==> src/qec_pkg.sv <==
package qec_pkg;

    // ------------------------------------------------------------
    // Widths, modes and reset values
    // ------------------------------------------------------------
    localparam int          CNT_W        = 32;
    localparam logic [31:0] CNT_RST      = 32'h0000_0000;
    localparam logic [31:0] CNT_ZERO     = 32'h0000_0000;
    localparam int          SYNC_STAGES  = 2;
    localparam logic [1:0]  IDX_PHASE    = 2'h3;

    typedef enum logic [1:0] {
        single_edge_decode = 2'b00,
        double_edge_decode = 2'b01,
        quad_edge_decode   = 2'b10,
        spare_decode       = 2'b11
    } qec_mode_e;

endpackage

==> src/qec_sync_if.sv <==
`timescale 1ns/1ns
interface qec_sync_if;
    logic chA;
    logic chB;
    logic chZ;
    logic chAPrev;
    logic chBPrev;
    logic chZPrev;

    modport src (output chA, output chB, output chZ, output chAPrev, output chBPrev,
                 output chZPrev);
    modport dst (input chA, input chB, input chZ, input chAPrev, input chBPrev,
                 input chZPrev);
endinterface

==> src/qec_input_sync.sv <==
`timescale 1ns/1ns
module qec_input_sync
    import qec_pkg::*;
(
    input  wire logic core_clk,
    input  wire logic rst,
    input  wire logic pinA,
    input  wire logic pinB,
    input  wire logic pinZ,
    input  wire logic invA,
    input  wire logic invB,
    input  wire logic invZ,
    qec_sync_if.src   sync
);

    // ------------------------------------------------------------
    // Two-stage synchronisers followed by a history stage
    // ------------------------------------------------------------
    logic [2:0] meta_r;
    logic [2:0] stable_r;
    logic [2:0] prev_r;
    logic [2:0] pinVec;
    logic [2:0] invVec;
    logic [2:0] polVec;

    assign pinVec = {pinZ, pinB, pinA};
    assign invVec = {invZ, invB, invA};
    // Inversion is applied after the synchroniser so the first stage feeds only the second.
    assign polVec = stable_r ^ invVec;

    always_ff @(posedge core_clk) begin
        if (rst) begin
            meta_r   <= 3'h0;
            stable_r <= 3'h0;
            prev_r   <= 3'h0;
        end else begin
            meta_r   <= pinVec;
            stable_r <= meta_r;
            prev_r   <= polVec;
        end
    end

    assign sync.chA     = polVec[0];
    assign sync.chB     = polVec[1];
    assign sync.chZ     = polVec[2];
    assign sync.chAPrev = prev_r[0];
    assign sync.chBPrev = prev_r[1];
    assign sync.chZPrev = prev_r[2];

endmodule

==> src/qec_counter.sv <==
`timescale 1ns/1ns
// Summary of operation
// - Single mode, A leading B: count up on each rising edge of A.
// - Single mode, B leading A: count down on each falling edge of A.
// - Capture the position count on every sample clock.
// - Double mode: count on both edges of A, ignore B edges.
// - Double mode: up while A leads B, down while B leads A.
// - Quad mode: count every edge of A and B, same direction rule.
// - Enabled index reloads the count with zero at one quadrature phase.
// - An inverted channel swaps its rising and falling edges.
module qec_counter
    import qec_pkg::*;
(
    input  wire logic             core_clk,
    input  wire logic             rst,
    input  wire logic             pinA,
    input  wire logic             pinB,
    input  wire logic             pinZ,
    input  wire logic             invA,
    input  wire logic             invB,
    input  wire logic             invZ,
    input  wire logic [1:0]       decodeMode,
    input  wire logic             indexEn,
    input  wire logic             sampleClk,
    output logic      [CNT_W-1:0] sampleCount,
    output logic                  sampleValid,
    output logic                  dirUp
);

    // ------------------------------------------------------------
    // Input conditioning
    // ------------------------------------------------------------
    qec_sync_if syncBus ();

    qec_input_sync u_sync (
        .core_clk (core_clk),
        .rst      (rst),
        .pinA     (pinA),
        .pinB     (pinB),
        .pinZ     (pinZ),
        .invA     (invA),
        .invB     (invB),
        .invZ     (invZ),
        .sync     (syncBus.src)
    );

    // The sample clock is foreign to core_clk, so it gets its own two stages.
    // Stage 3 only keeps history for the edge test and never feeds logic early.
    logic [2:0]       smpSync_r;
    logic [2:0]       smpSync_nxt;

    // ------------------------------------------------------------
    // Decode signals
    // ------------------------------------------------------------
    logic [1:0]       chNow;
    logic [1:0]       chPrev;
    logic [1:0]       chRise;
    logic [1:0]       chFall;
    logic             aRise;
    logic             aFall;
    logic             aEdge;
    logic             bEdge;
    logic             sglEvt;
    logic             sglUp;
    logic             dblEvt;
    logic             dblUp;
    logic             quadEvt;
    logic             quadUp;
    logic             countEvt;
    logic             stepUp;
    logic             idxPhase;
    logic             idxHit;
    logic             sampleEvt;
    qec_mode_e        mode;

    // ------------------------------------------------------------
    // Count and capture signals
    // ------------------------------------------------------------
    logic [CNT_W-1:0] count_r;
    logic [CNT_W-1:0] count_nxt;
    logic [CNT_W-1:0] countInc;
    logic [CNT_W-1:0] countDec;
    logic [CNT_W-1:0] countStep;
    logic [CNT_W-1:0] sampleCount_nxt;
    logic             sampleValid_nxt;
    logic             dirUp_nxt;

    // ------------------------------------------------------------
    // Helper functions
    // ------------------------------------------------------------
    // Direction from the classic quadrature transition table: a change of A
    // steps up when the new A differs from B; a change of B when it equals A.
    function automatic logic dir_of(input logic edgeOnA, input logic a, input logic b);
        dir_of = edgeOnA ? (a != b) : (a == b);
    endfunction

    // One selector serves event and direction, so the two never disagree on the mode.
    function automatic logic pick_by_mode(input qec_mode_e m,
                                          input logic      sgl,
                                          input logic      dbl,
                                          input logic      quad);
        case (m)
            single_edge_decode: begin
                pick_by_mode = sgl;
            end
            double_edge_decode: begin
                pick_by_mode = dbl;
            end
            quad_edge_decode: begin
                pick_by_mode = quad;
            end
            default: begin
                pick_by_mode = 1'b0;
            end
        endcase
    endfunction

    // ------------------------------------------------------------
    // Edge detection
    // ------------------------------------------------------------
    assign chNow  = {syncBus.chB, syncBus.chA};
    assign chPrev = {syncBus.chBPrev, syncBus.chAPrev};

    // A and B share one detector shape, one copy per channel.
    // Edges are taken after inversion, so an inverted channel swaps its edges.
    generate
        for (genvar gi = 0; gi < 2; gi++) begin : g_edge
            assign chRise[gi] = chNow[gi] & ~chPrev[gi];
            assign chFall[gi] = ~chNow[gi] & chPrev[gi];
        end
    endgenerate

    // ------------------------------------------------------------
    // Per-mode decode
    // ------------------------------------------------------------
    assign mode  = qec_mode_e'(decodeMode);
    assign aRise = chRise[0];
    assign aFall = chFall[0];
    assign aEdge = aRise | aFall;
    assign bEdge = chRise[1] | chFall[1];

    // Rising A with B low means A leads; falling A with B low means B leads.
    assign sglEvt  = aEdge & ~syncBus.chB;
    assign sglUp   = aRise;
    assign dblEvt  = aEdge;
    assign dblUp   = dir_of(1'b1, syncBus.chA, syncBus.chB);
    // A simultaneous A and B change is illegal for a quadrature source; it is
    // counted as an A edge only, which keeps the logic small.
    assign quadEvt = aEdge | bEdge;
    assign quadUp  = dir_of(aEdge, syncBus.chA, syncBus.chB);

    assign countEvt = pick_by_mode(mode, sglEvt, dblEvt, quadEvt);
    assign stepUp   = pick_by_mode(mode, sglUp, dblUp, quadUp);

    // ------------------------------------------------------------
    // Index reload and next count
    // ------------------------------------------------------------
    assign idxPhase  = ({syncBus.chA, syncBus.chB} == IDX_PHASE);
    assign idxHit    = indexEn & syncBus.chZ & idxPhase;
    assign countInc  = count_r + 1'b1;
    assign countDec  = count_r - 1'b1;
    assign countStep = stepUp ? countInc : countDec;

    // The index wins over a step in the same cycle so the reload point is exact.
    assign count_nxt = idxHit   ? CNT_ZERO :
                       countEvt ? countStep :
                       count_r;

    // ------------------------------------------------------------
    // Sample capture
    // ------------------------------------------------------------
    assign smpSync_nxt     = {smpSync_r[1:0], sampleClk};
    assign sampleEvt       = smpSync_r[1] & ~smpSync_r[2];
    assign sampleValid_nxt = sampleEvt;
    // The captured value includes a step that lands in the sampling cycle.
    assign sampleCount_nxt = sampleEvt ? count_nxt : sampleCount;
    assign dirUp_nxt       = countEvt ? stepUp : dirUp;

    // ------------------------------------------------------------
    // Registers
    // ------------------------------------------------------------
    always_ff @(posedge core_clk) begin
        if (rst) begin
            count_r <= CNT_RST;
        end else begin
            count_r <= count_nxt;
        end
    end

    always_ff @(posedge core_clk) begin
        if (rst) begin
            smpSync_r <= 3'h0;
        end else begin
            smpSync_r <= smpSync_nxt;
        end
    end

    always_ff @(posedge core_clk) begin
        if (rst) begin
            sampleValid <= 1'b0;
        end else begin
            sampleValid <= sampleValid_nxt;
        end
    end

    always_ff @(posedge core_clk) begin
        if (rst) begin
            sampleCount <= CNT_RST;
        end else begin
            sampleCount <= sampleCount_nxt;
        end
    end

    always_ff @(posedge core_clk) begin
        if (rst) begin
            dirUp <= 1'b1;
        end else begin
            dirUp <= dirUp_nxt;
        end
    end

endmodule

==> config.mk <==
export PLATFORM = sky130hd
export DESIGN_NAME = qec_counter
export DESIGN_NICKNAME = d
export VERILOG_FILES = /design/src/qec_pkg.sv /design/src/qec_sync_if.sv /design/src/qec_input_sync.sv /design/src/qec_counter.sv
export SDC_FILE = /design/constraint.sdc
export NUM_CORES = 1
export LEC_CHECK = 0
export BUFFER_PORTS_ARGS = -buffer_cell sky130_fd_sc_hd__buf_2
export CAP_MARGIN = 20
export CELL_PAD_IN_SITES_DETAIL_PLACEMENT = 0
export CELL_PAD_IN_SITES_GLOBAL_PLACEMENT = 1
export CORE_MARGIN = 3
export CORE_UTILIZATION = 48
export DETAILED_ROUTE_END_ITERATION = 7
export PLACE_DENSITY_LB_ADDON = 0.25
export SYNTH_ARGS = -nofsm -noshare
export SYNTH_HDL_FRONTEND = slang
export SYNTH_SLANG_ARGS = --single-unit
==> constraint.sdc <==
create_clock -name core_clk -period 14.9 [get_ports core_clk]
set_input_delay 1.49 -clock core_clk [delete_from_list [all_inputs] [get_ports core_clk]]
set_output_delay 1.49 -clock core_clk [all_outputs]
set_load 0.005 [all_outputs]
==> results_dict.tcl, run 1 <==
set metrics [dict create \
    status "completed" \
    wl_per_cell_um 15.37 \
    setup_viol 0 \
    path_class "primary input to flop" \
    die_h_um 102.5 \
    slew_headroom_pct 38.18 \
    grt_pass1_wl_um 17730 \
    cts_max_level 3 \
    yosysSeqAreaShare_pct 34.50 \
    setup.worst_path.end_class "flop" \
    finalNonFillerCells 677 \
    yosysTopAreaCell "dfxtp_1" \
    required_ns 15.15 \
    fill_cells 857 \
    synthTopCellsByArea "dfxtp_1, ha_1, a21oi_1" \
    seqCellArea_um2 1541 \
    drive_above_1_share_pct 14.24 \
    place_inst 661 \
    hold_depth 1 \
    core.rowCount 34 \
    finalPower_mw 0.9626 \
    synth_seq_cells 77 \
    syn2layout_area_growth_pct 11.73 \
    clkLatencyLatePin_ns 0.36 \
    synth_top_area_share_pct 34.50 \
    coreArea_um2 8891 \
    rsz0062_at_grt "no" \
    p_leak_nw 2.268 \
    dp_hpwl_um 7144 \
    hold_violations 0 \
    postCtsHoldBufs 0 \
    synth_flop_cell "dfxtp_1" \
    r2r-start "u_sync.stable_r[1]" \
    drc 0 \
    crit_slowest_cell "xnor2_1" \
    arrival_ns 5.43 \
    placed_area_um2 4786 \
    start_kind "primary input" \
    start_util_pct 50.25 \
    ir_drop_uv 82.65 \
    gr-total-overflow 0 \
    cpMostUsedCell "xnor2_1" \
    grt_pass1_vias 3806 \
    detail-route-antenna-nets 0 \
    antenna_found_initial 0 \
    fin_setup_tns_ns 0 \
    tightestPinTransition_ns 0.9239 \
    cts_resized 0 \
    nets 615 \
    fmax_mhz 193.1 \
    io_pins 46 \
    num_vias 3781 \
    final.setup_skew_ns 0.01052 \
    crit_path_cell_trace "buf_2, xnor2_1, xnor2_1, a211oi_1, a21oi_4, buf_4, ha_1, and3_4, and2_0, a221o_1, a31o_4, a2111oi_4, or3_4, o31a_4, nor4_1, a311o_1" \
    multi_input_area_um2 2816 \
    syn_nets 579 \
    worstRegToRegCells 15 \
    r2r_end "count_r[30]" \
    cts_tree "built" \
    path_delay_family "compound AO/OA/AOI/OAI gates" \
    synth_area_um2 4468 \
    clock-root-buffer "clkbuf_8" \
    synth_most_common_cell "dfxtp_1" \
    dieArea_um2 10500 \
    post_cts_buffers 0 \
    min_from "u_sync.meta_r[0]" \
    gp_congestion 0.8666 \
    power_density_nw_per_um2 192.8 \
    diodes 0 \
    max_cap_violations 0 \
    pre_cts_ws_ns 9.326 \
    syn_avg_cell_area_um2 8.462 \
    clockBufferDepth 2 \
    timing.critical_path.buf_inv 2 \
    routed_via_density 5.585 \
    holdCritPathClass "flop to flop" \
    cts_sinks 77 \
    die_w_um 102.5 \
    cp_slowest_stage_delay_ns 0.48 \
    synth_edf_count 0 \
    yosys.cell_types.count 65 \
    drtIter0Drc 98 \
    crit_fanout 40 \
    netlist_top_cells_count "dfxtp_1, nor2_1, a21oi_1" \
    design_area_um2 4992 \
    rrSetupSlack_ns 10.64 \
    portBuffers 45 \
    gr-usage-all-layers_pct 21.29 \
    clk_pin_slew_ns 0.09 \
    first_pass_iters 4 \
    numCtsBuffers 9 \
    holdPathEnd "u_sync.stable_r[0]" \
    drv_slew 0 \
    fin_ws_ns 9.722 \
    period_needed_ns 5.178 \
    grt_max_degree 59 \
    syn-instance-count 528 \
    yosys_warnings 0 \
    fin_crit_sh_pct 34.75 \
    drt-total-wl_um 10410 \
    async_reset_ff_share_pct 0 \
]
placed cells by master, fill, tap and decap left out, types with 2 or more instances in the layout:
master / n
a21boi_1: 2
nor2b_1: 11
o21ai_1: 25
mux2i_1: 12
o211ai_1: 4
clkbuf_8: 10
nor2_1: 60
buf_4: 4
xor2_1: 12
nand4_1: 2
a22oi_1: 8
inv_6: 3
a22o_1: 2
nand2b_1: 4
a211oi_1: 3
or3_1: 7
inv_1: 10
ha_1: 38
o41ai_1: 2
nand2_1: 48
a311oi_1: 2
and3_1: 4
and2_1: 9
o31ai_1: 2
nor4_1: 2
o21bai_1: 5
a21o_1: 16
xnor2_1: 21
o21ai_0: 7
dfxtp_1: 77
a21oi_1: 48
o21a_1: 4
a31oi_1: 4
nor3_1: 20
buf_2: 45
registers in the layout, indices dropped and copies added, names as in the netlist:
| name | flops |
|---|---|
| dirUp | 1 |
| u_sync.prev_r | 2 |
| smpSync_r | 3 |
| u_sync.stable_r | 3 |
| u_sync.meta_r | 3 |
| sampleCount | 32 |
| sampleValid | 1 |
| count_r | 32 |
layer usage:
metal / wire (um) / global-route usage (%) / up-vias / part of all wire [%]
met3: 340 / 4.232 / 8 / 3.3
met4: 107 / 6.963 / 0 / 1.0
li1: - / - / 1954 / -
met2: 4997 / 36.49 / 68 / 48
met5: 0 / 0 / - / 0
met1: 4960 / 26.73 / 1751 / 48
per-stage QoR:
stage          hold slack (ns)  utilization (%)
5_1_grt                 0.4568            56.15
6_report                0.4326            56.15
2_1_floorplan           0.4138                -
3_3_place_gp            0.4154            53.83
3_5_place_dp            0.4237            53.83
4_1_cts                 0.4332            56.15
cell families (layout without fill, tap and decap cells):
| group | after synthesis | after routing | synth area share [%] |
|---|---|---|---|
| xor gates and xnor gates | 33 | 33 | 6.469 |
| AOI/OAI and AO/OA | 152 | 152 | 22.52 |
| DFF | 77 | 77 | 34.50 |
| and+or+nand+nor | 180 | 180 | 19.41 |
| adders and majority gates | 39 | 39 | 11.09 |
| muxes | 13 | 13 | 2.940 |
| buffers and inverters | 34 | 75 | 3.081 |
worst max path at each step:
stage / depth (start not counted) / start / slack, ns / to
2_1_floorplan: 14 / invB / 8.32 / count_r[30]
3_3_place_gp: 16 / invB / 9.44 / count_r[30]
3_5_place_dp: 16 / invB / 9.33 / count_r[30]
4_1_cts: 16 / invB / 9.71 / count_r[30]
5_1_grt: 16 / invB / 9.41 / sampleCount[31]
6_report: 16 / invB / 9.72 / count_r[30]
where the power goes:
group / internal, mW / switching [mW] / total [mW]
Combinational: 0.232 / 0.293 / 0.525
Sequential: 0.245 / 0.0242 / 0.270
Clock: 0.0835 / 0.0849 / 0.168
area by class of cell:
| class | count | area share (%) |
|---|---|---|
| multi-input combinational | 417 | 56.42 |
| sequential | 77 | 30.88 |
| timing repair buffer | 49 | 5.113 |
| clock buffer | 10 | 2.757 |
| tap | 108 | 2.707 |
| clock inverter | 6 | 1.378 |
| inverter | 10 | 0.7519 |
Note: power is estimated with default switching activity, not from simulation.
==> run 2, diff against run 1 <==
--- a/config.mk
+++ b/config.mk
@@ -5,12 +5,13 @@
 export SDC_FILE = /design/constraint.sdc
 export NUM_CORES = 1
 export LEC_CHECK = 0
+export ABC_AREA = 1
 export BUFFER_PORTS_ARGS = -buffer_cell sky130_fd_sc_hd__buf_2
 export CAP_MARGIN = 20
 export CELL_PAD_IN_SITES_DETAIL_PLACEMENT = 0
 export CELL_PAD_IN_SITES_GLOBAL_PLACEMENT = 1
 export CORE_MARGIN = 3
-export CORE_UTILIZATION = 48
+export CORE_UTILIZATION = 38
 export DETAILED_ROUTE_END_ITERATION = 7
 export PLACE_DENSITY_LB_ADDON = 0.25
 export SYNTH_ARGS = -nofsm -noshare
==> constraint.sdc (replaced) <==
create_clock -name core_clk -period 4.7 [get_ports core_clk]
set_input_delay 0.47 -clock core_clk [delete_from_list [all_inputs] [get_ports core_clk]]
set_output_delay 0.47 -clock core_clk [all_outputs]
set_load 0.005 [all_outputs]
==> run 2 against run 1 <==
Effect of this change: worst setup slack got worse by 8.8 ns; die area increased by 43%; clock-buffer cell count unchanged; final area increased by 16%; cell count increased by 55%; sequential power increased to 2.9 times the previous value; global-route usage decreased by 0.86 points; synthesized cell count increased by 58%; worst hold slack got worse by 0.11 ns; core utilization decreased by 11 points; flip-flop and latch count unchanged; register-to-register slack got worse by 9.8 ns; highest routed layer unchanged.
==> results_dict.tcl, run 2 <==
set metrics [dict create \
    setup.worst_path.end_class "flop" \
    finalPower_mw 2.688 \
    pre_cts_ws_ns 0.7165 \
    dieArea_um2 15000 \
    postCtsHoldBufs 0 \
    power_density_nw_per_um2 464.8 \
    p_leak_nw 3.158 \
    power_frac_comb_pct 47.1 \
    routed_via_density 4.897 \
    gp_congestion 0.8723 \
    die_h_um 122.5 \
    cts_sinks 77 \
    slew_headroom_pct 33.13 \
    power_switching_mw 1.166 \
    drtIter0Drc 250 \
    antenna_found_initial 0 \
    tightestPinTransition_ns 1.003 \
    grt_pass1_wl_um 24120 \
    yosysTopAreaCell "dfxtp_1" \
    crit_path_cell_trace "inv_1, nand2_1, nand2_1, ha_1, nand3_1, nand3_1, inv_1, buf_4, ha_1, nand2_1, nand2_1, nand2_1, nand2_1, a21oi_1, nor2_1, nor2_1, nand2_1, nand2_1, nand3_1, nand2_1, a21oi_1" \
    dp_hpwl_um 10580 \
    holdCritPathClass "primary input to flop" \
    fin_crit_sh_pct 81.23 \
    path_class "flop to flop" \
    post_cts_buffers 0 \
    syn-instance-count 836 \
    synth_area_um2 5156 \
    drt-total-wl_um 14460 \
    design_area_um2 5783 \
    portBuffers 45 \
    syn_avg_cell_area_um2 6.168 \
    drv_slew 0 \
    grt_pass1_vias 4904 \
    synth_seq_cells 77 \
    final.setup_skew_ns 0.009372 \
    setup_viol 0 \
    clockBufferDepth 2 \
    start_kind "flop" \
    cts_resized 0 \
    netlist_top_cells_count "nand2_1, nor2_1, inv_1" \
    io_pins 46 \
    numCtsBuffers 9 \
    gr-usage-all-layers_pct 20.43 \
    p_seq_share_pct 29.2 \
    ir_drop_uv 227.7 \
    fill_cells 1423 \
    rsz0062_at_grt "no" \
    syn2layout_area_growth_pct 12.16 \
    drive_above_1_share_pct 9.132 \
    async_reset_ff_share_pct 0 \
    final_common_cell "nand2_1" \
    pwr-share-clk_pct 23.7 \
    synth_most_common_cell "nand2_1" \
    clock-root-buffer "clkbuf_16" \
    yosys_warnings 0 \
    crit_fanout 22 \
    clk_pin_slew_ns 0.06 \
    nets 923 \
    required_ns 4.91 \
    fin_ws_ns 0.8822 \
    syn_nets 887 \
    grt_max_degree 65 \
    arrival_ns 4.03 \
    start_util_pct 39.89 \
    wl_per_cell_um 13.80 \
    synth_flop_cell "dfxtp_1" \
    num_vias 5132 \
    fmax_mhz 261.9 \
    detail-route-antenna-nets 0 \
    placed_area_um2 5489 \
    synth_edf_count 0 \
    gr-total-overflow 0 \
    cts_max_level 3 \
    status "completed" \
    fin_setup_tns_ns 0 \
    layout_common_cells "nand2_1, nor2_1, inv_1" \
    largestRegisters "count_r x32, sampleCount x32" \
    drc 0 \
    synthTopCellsByArea "dfxtp_1, nand2_1, nor2_1" \
    first_pass_iters 5 \
    yosysSeqAreaShare_pct 29.90 \
    p_int_mw 1.522 \
    crit_slowest_cell "inv_1" \
    cts_tree "built" \
    synth_top_area_share_pct 29.90 \
    max_cap_violations 0 \
    cp_slowest_stage_delay_ns 0.70 \
    core.rowCount 41 \
    cpMostUsedCell "nand2_1" \
    yosys.cell_types.count 35 \
    swShare_pct 43.39 \
    hold_violations 0 \
    die_w_um 122.5 \
    clkLatencyLatePin_ns 0.35 \
    coreArea_um2 12930 \
    period_needed_ns 3.818 \
    diodes 0 \
]
==> run 2: cell count changes after synthesis, moves of 14 or more <==
cell,previous run,this run
o21ai_1,26,6
nor2_1,60,141
nand2_1,48,247
nand3_1,1,47
xnor2_1,21,7
a21o_1,16,2
nor3_1,21,2
o21ai_0,7,38
inv_1,10,113
==> run 2: metrics by stage <==
stage / hold WS (ns) / utilization, % / std cells
floorplan: 0.3883 / - / 836
global placement: 0.3915 / 42.46 / 1032
detailed placement: 0.3957 / 42.46 / 1032
CTS: 0.3148 / 44.52 / 1047
global route: 0.3273 / 44.73 / 1048
finish: 0.3264 / 44.73 / 1048
==> run 2: path summary, 6_finish.rpt <==
kind / startpoint / end / slack (ns) / depth (start not counted)
max reg2reg: u_sync.stable_r[0] / sampleCount[26] / 0.88 / 21
min: pinZ / u_sync.meta_r[2] / 0.33 / 3
max: u_sync.stable_r[0] / sampleCount[26] / 0.88 / 21
min reg2reg: u_sync.meta_r[2] / u_sync.stable_r[2] / 0.41 / 2
==> run 2: area by class of cell <==
cell class / count / area [um^2] / area share (%)
clock buffer: 10 / 229.0 / 3.959
clock inverter: 5 / 37.54 / 0.6491
inverter: 116 / 437.9 / 7.572
multi-input combinational: 620 / 3054 / 52.81
sequential: 77 / 1541 / 26.66
tap: 172 / 215.2 / 3.721
timing repair buffer: 48 / 267.8 / 4.630
==> run 2: layer usage <==
layer | vias to the layer above | GRT usage (%) | part of all wire, %
met5 | - | 0 | 0
met4 | 0 | 6.998 | 2.0
met3 | 22 | 3.364 | 3.9
met2 | 98 | 31.09 | 42
met1 | 2325 | 29.23 | 52
li1 | 2687 | - | -
==> run 2: cells by family (layout without fill, tap and decap cells) <==
family,after synthesis,count (layout),synth area share (%)
AO/OA/AOI/OAI,118,118,12.69
AND/OR/NAND/NOR,454,454,35.26
adder cells (fa/ha/maj),39,39,9.609
flip-flops,77,77,29.90
buffers and inverters,139,179,11.02
XOR/XNOR,9,9,1.529
==> run 2: power groups by stage <==
stage               logic [mW]  registers [mW]  clock network (mW)
detailed placement        1.25           0.798                   0
CTS                       1.26           0.784               0.658
finish                    1.27           0.785               0.637
floorplan                0.973           0.782                   0
global placement          1.25           0.797                   0
global route              1.46           0.793               0.676
==> run 2: worst max-delay path: cells and delay by family, from the launching register on <==
family	cells	cell delay [ns]
buf+inv	3	1.16
simple gates	14	1.26
compound gates	2	0.39
fa+ha+maj	2	0.49
flops	1	0.36
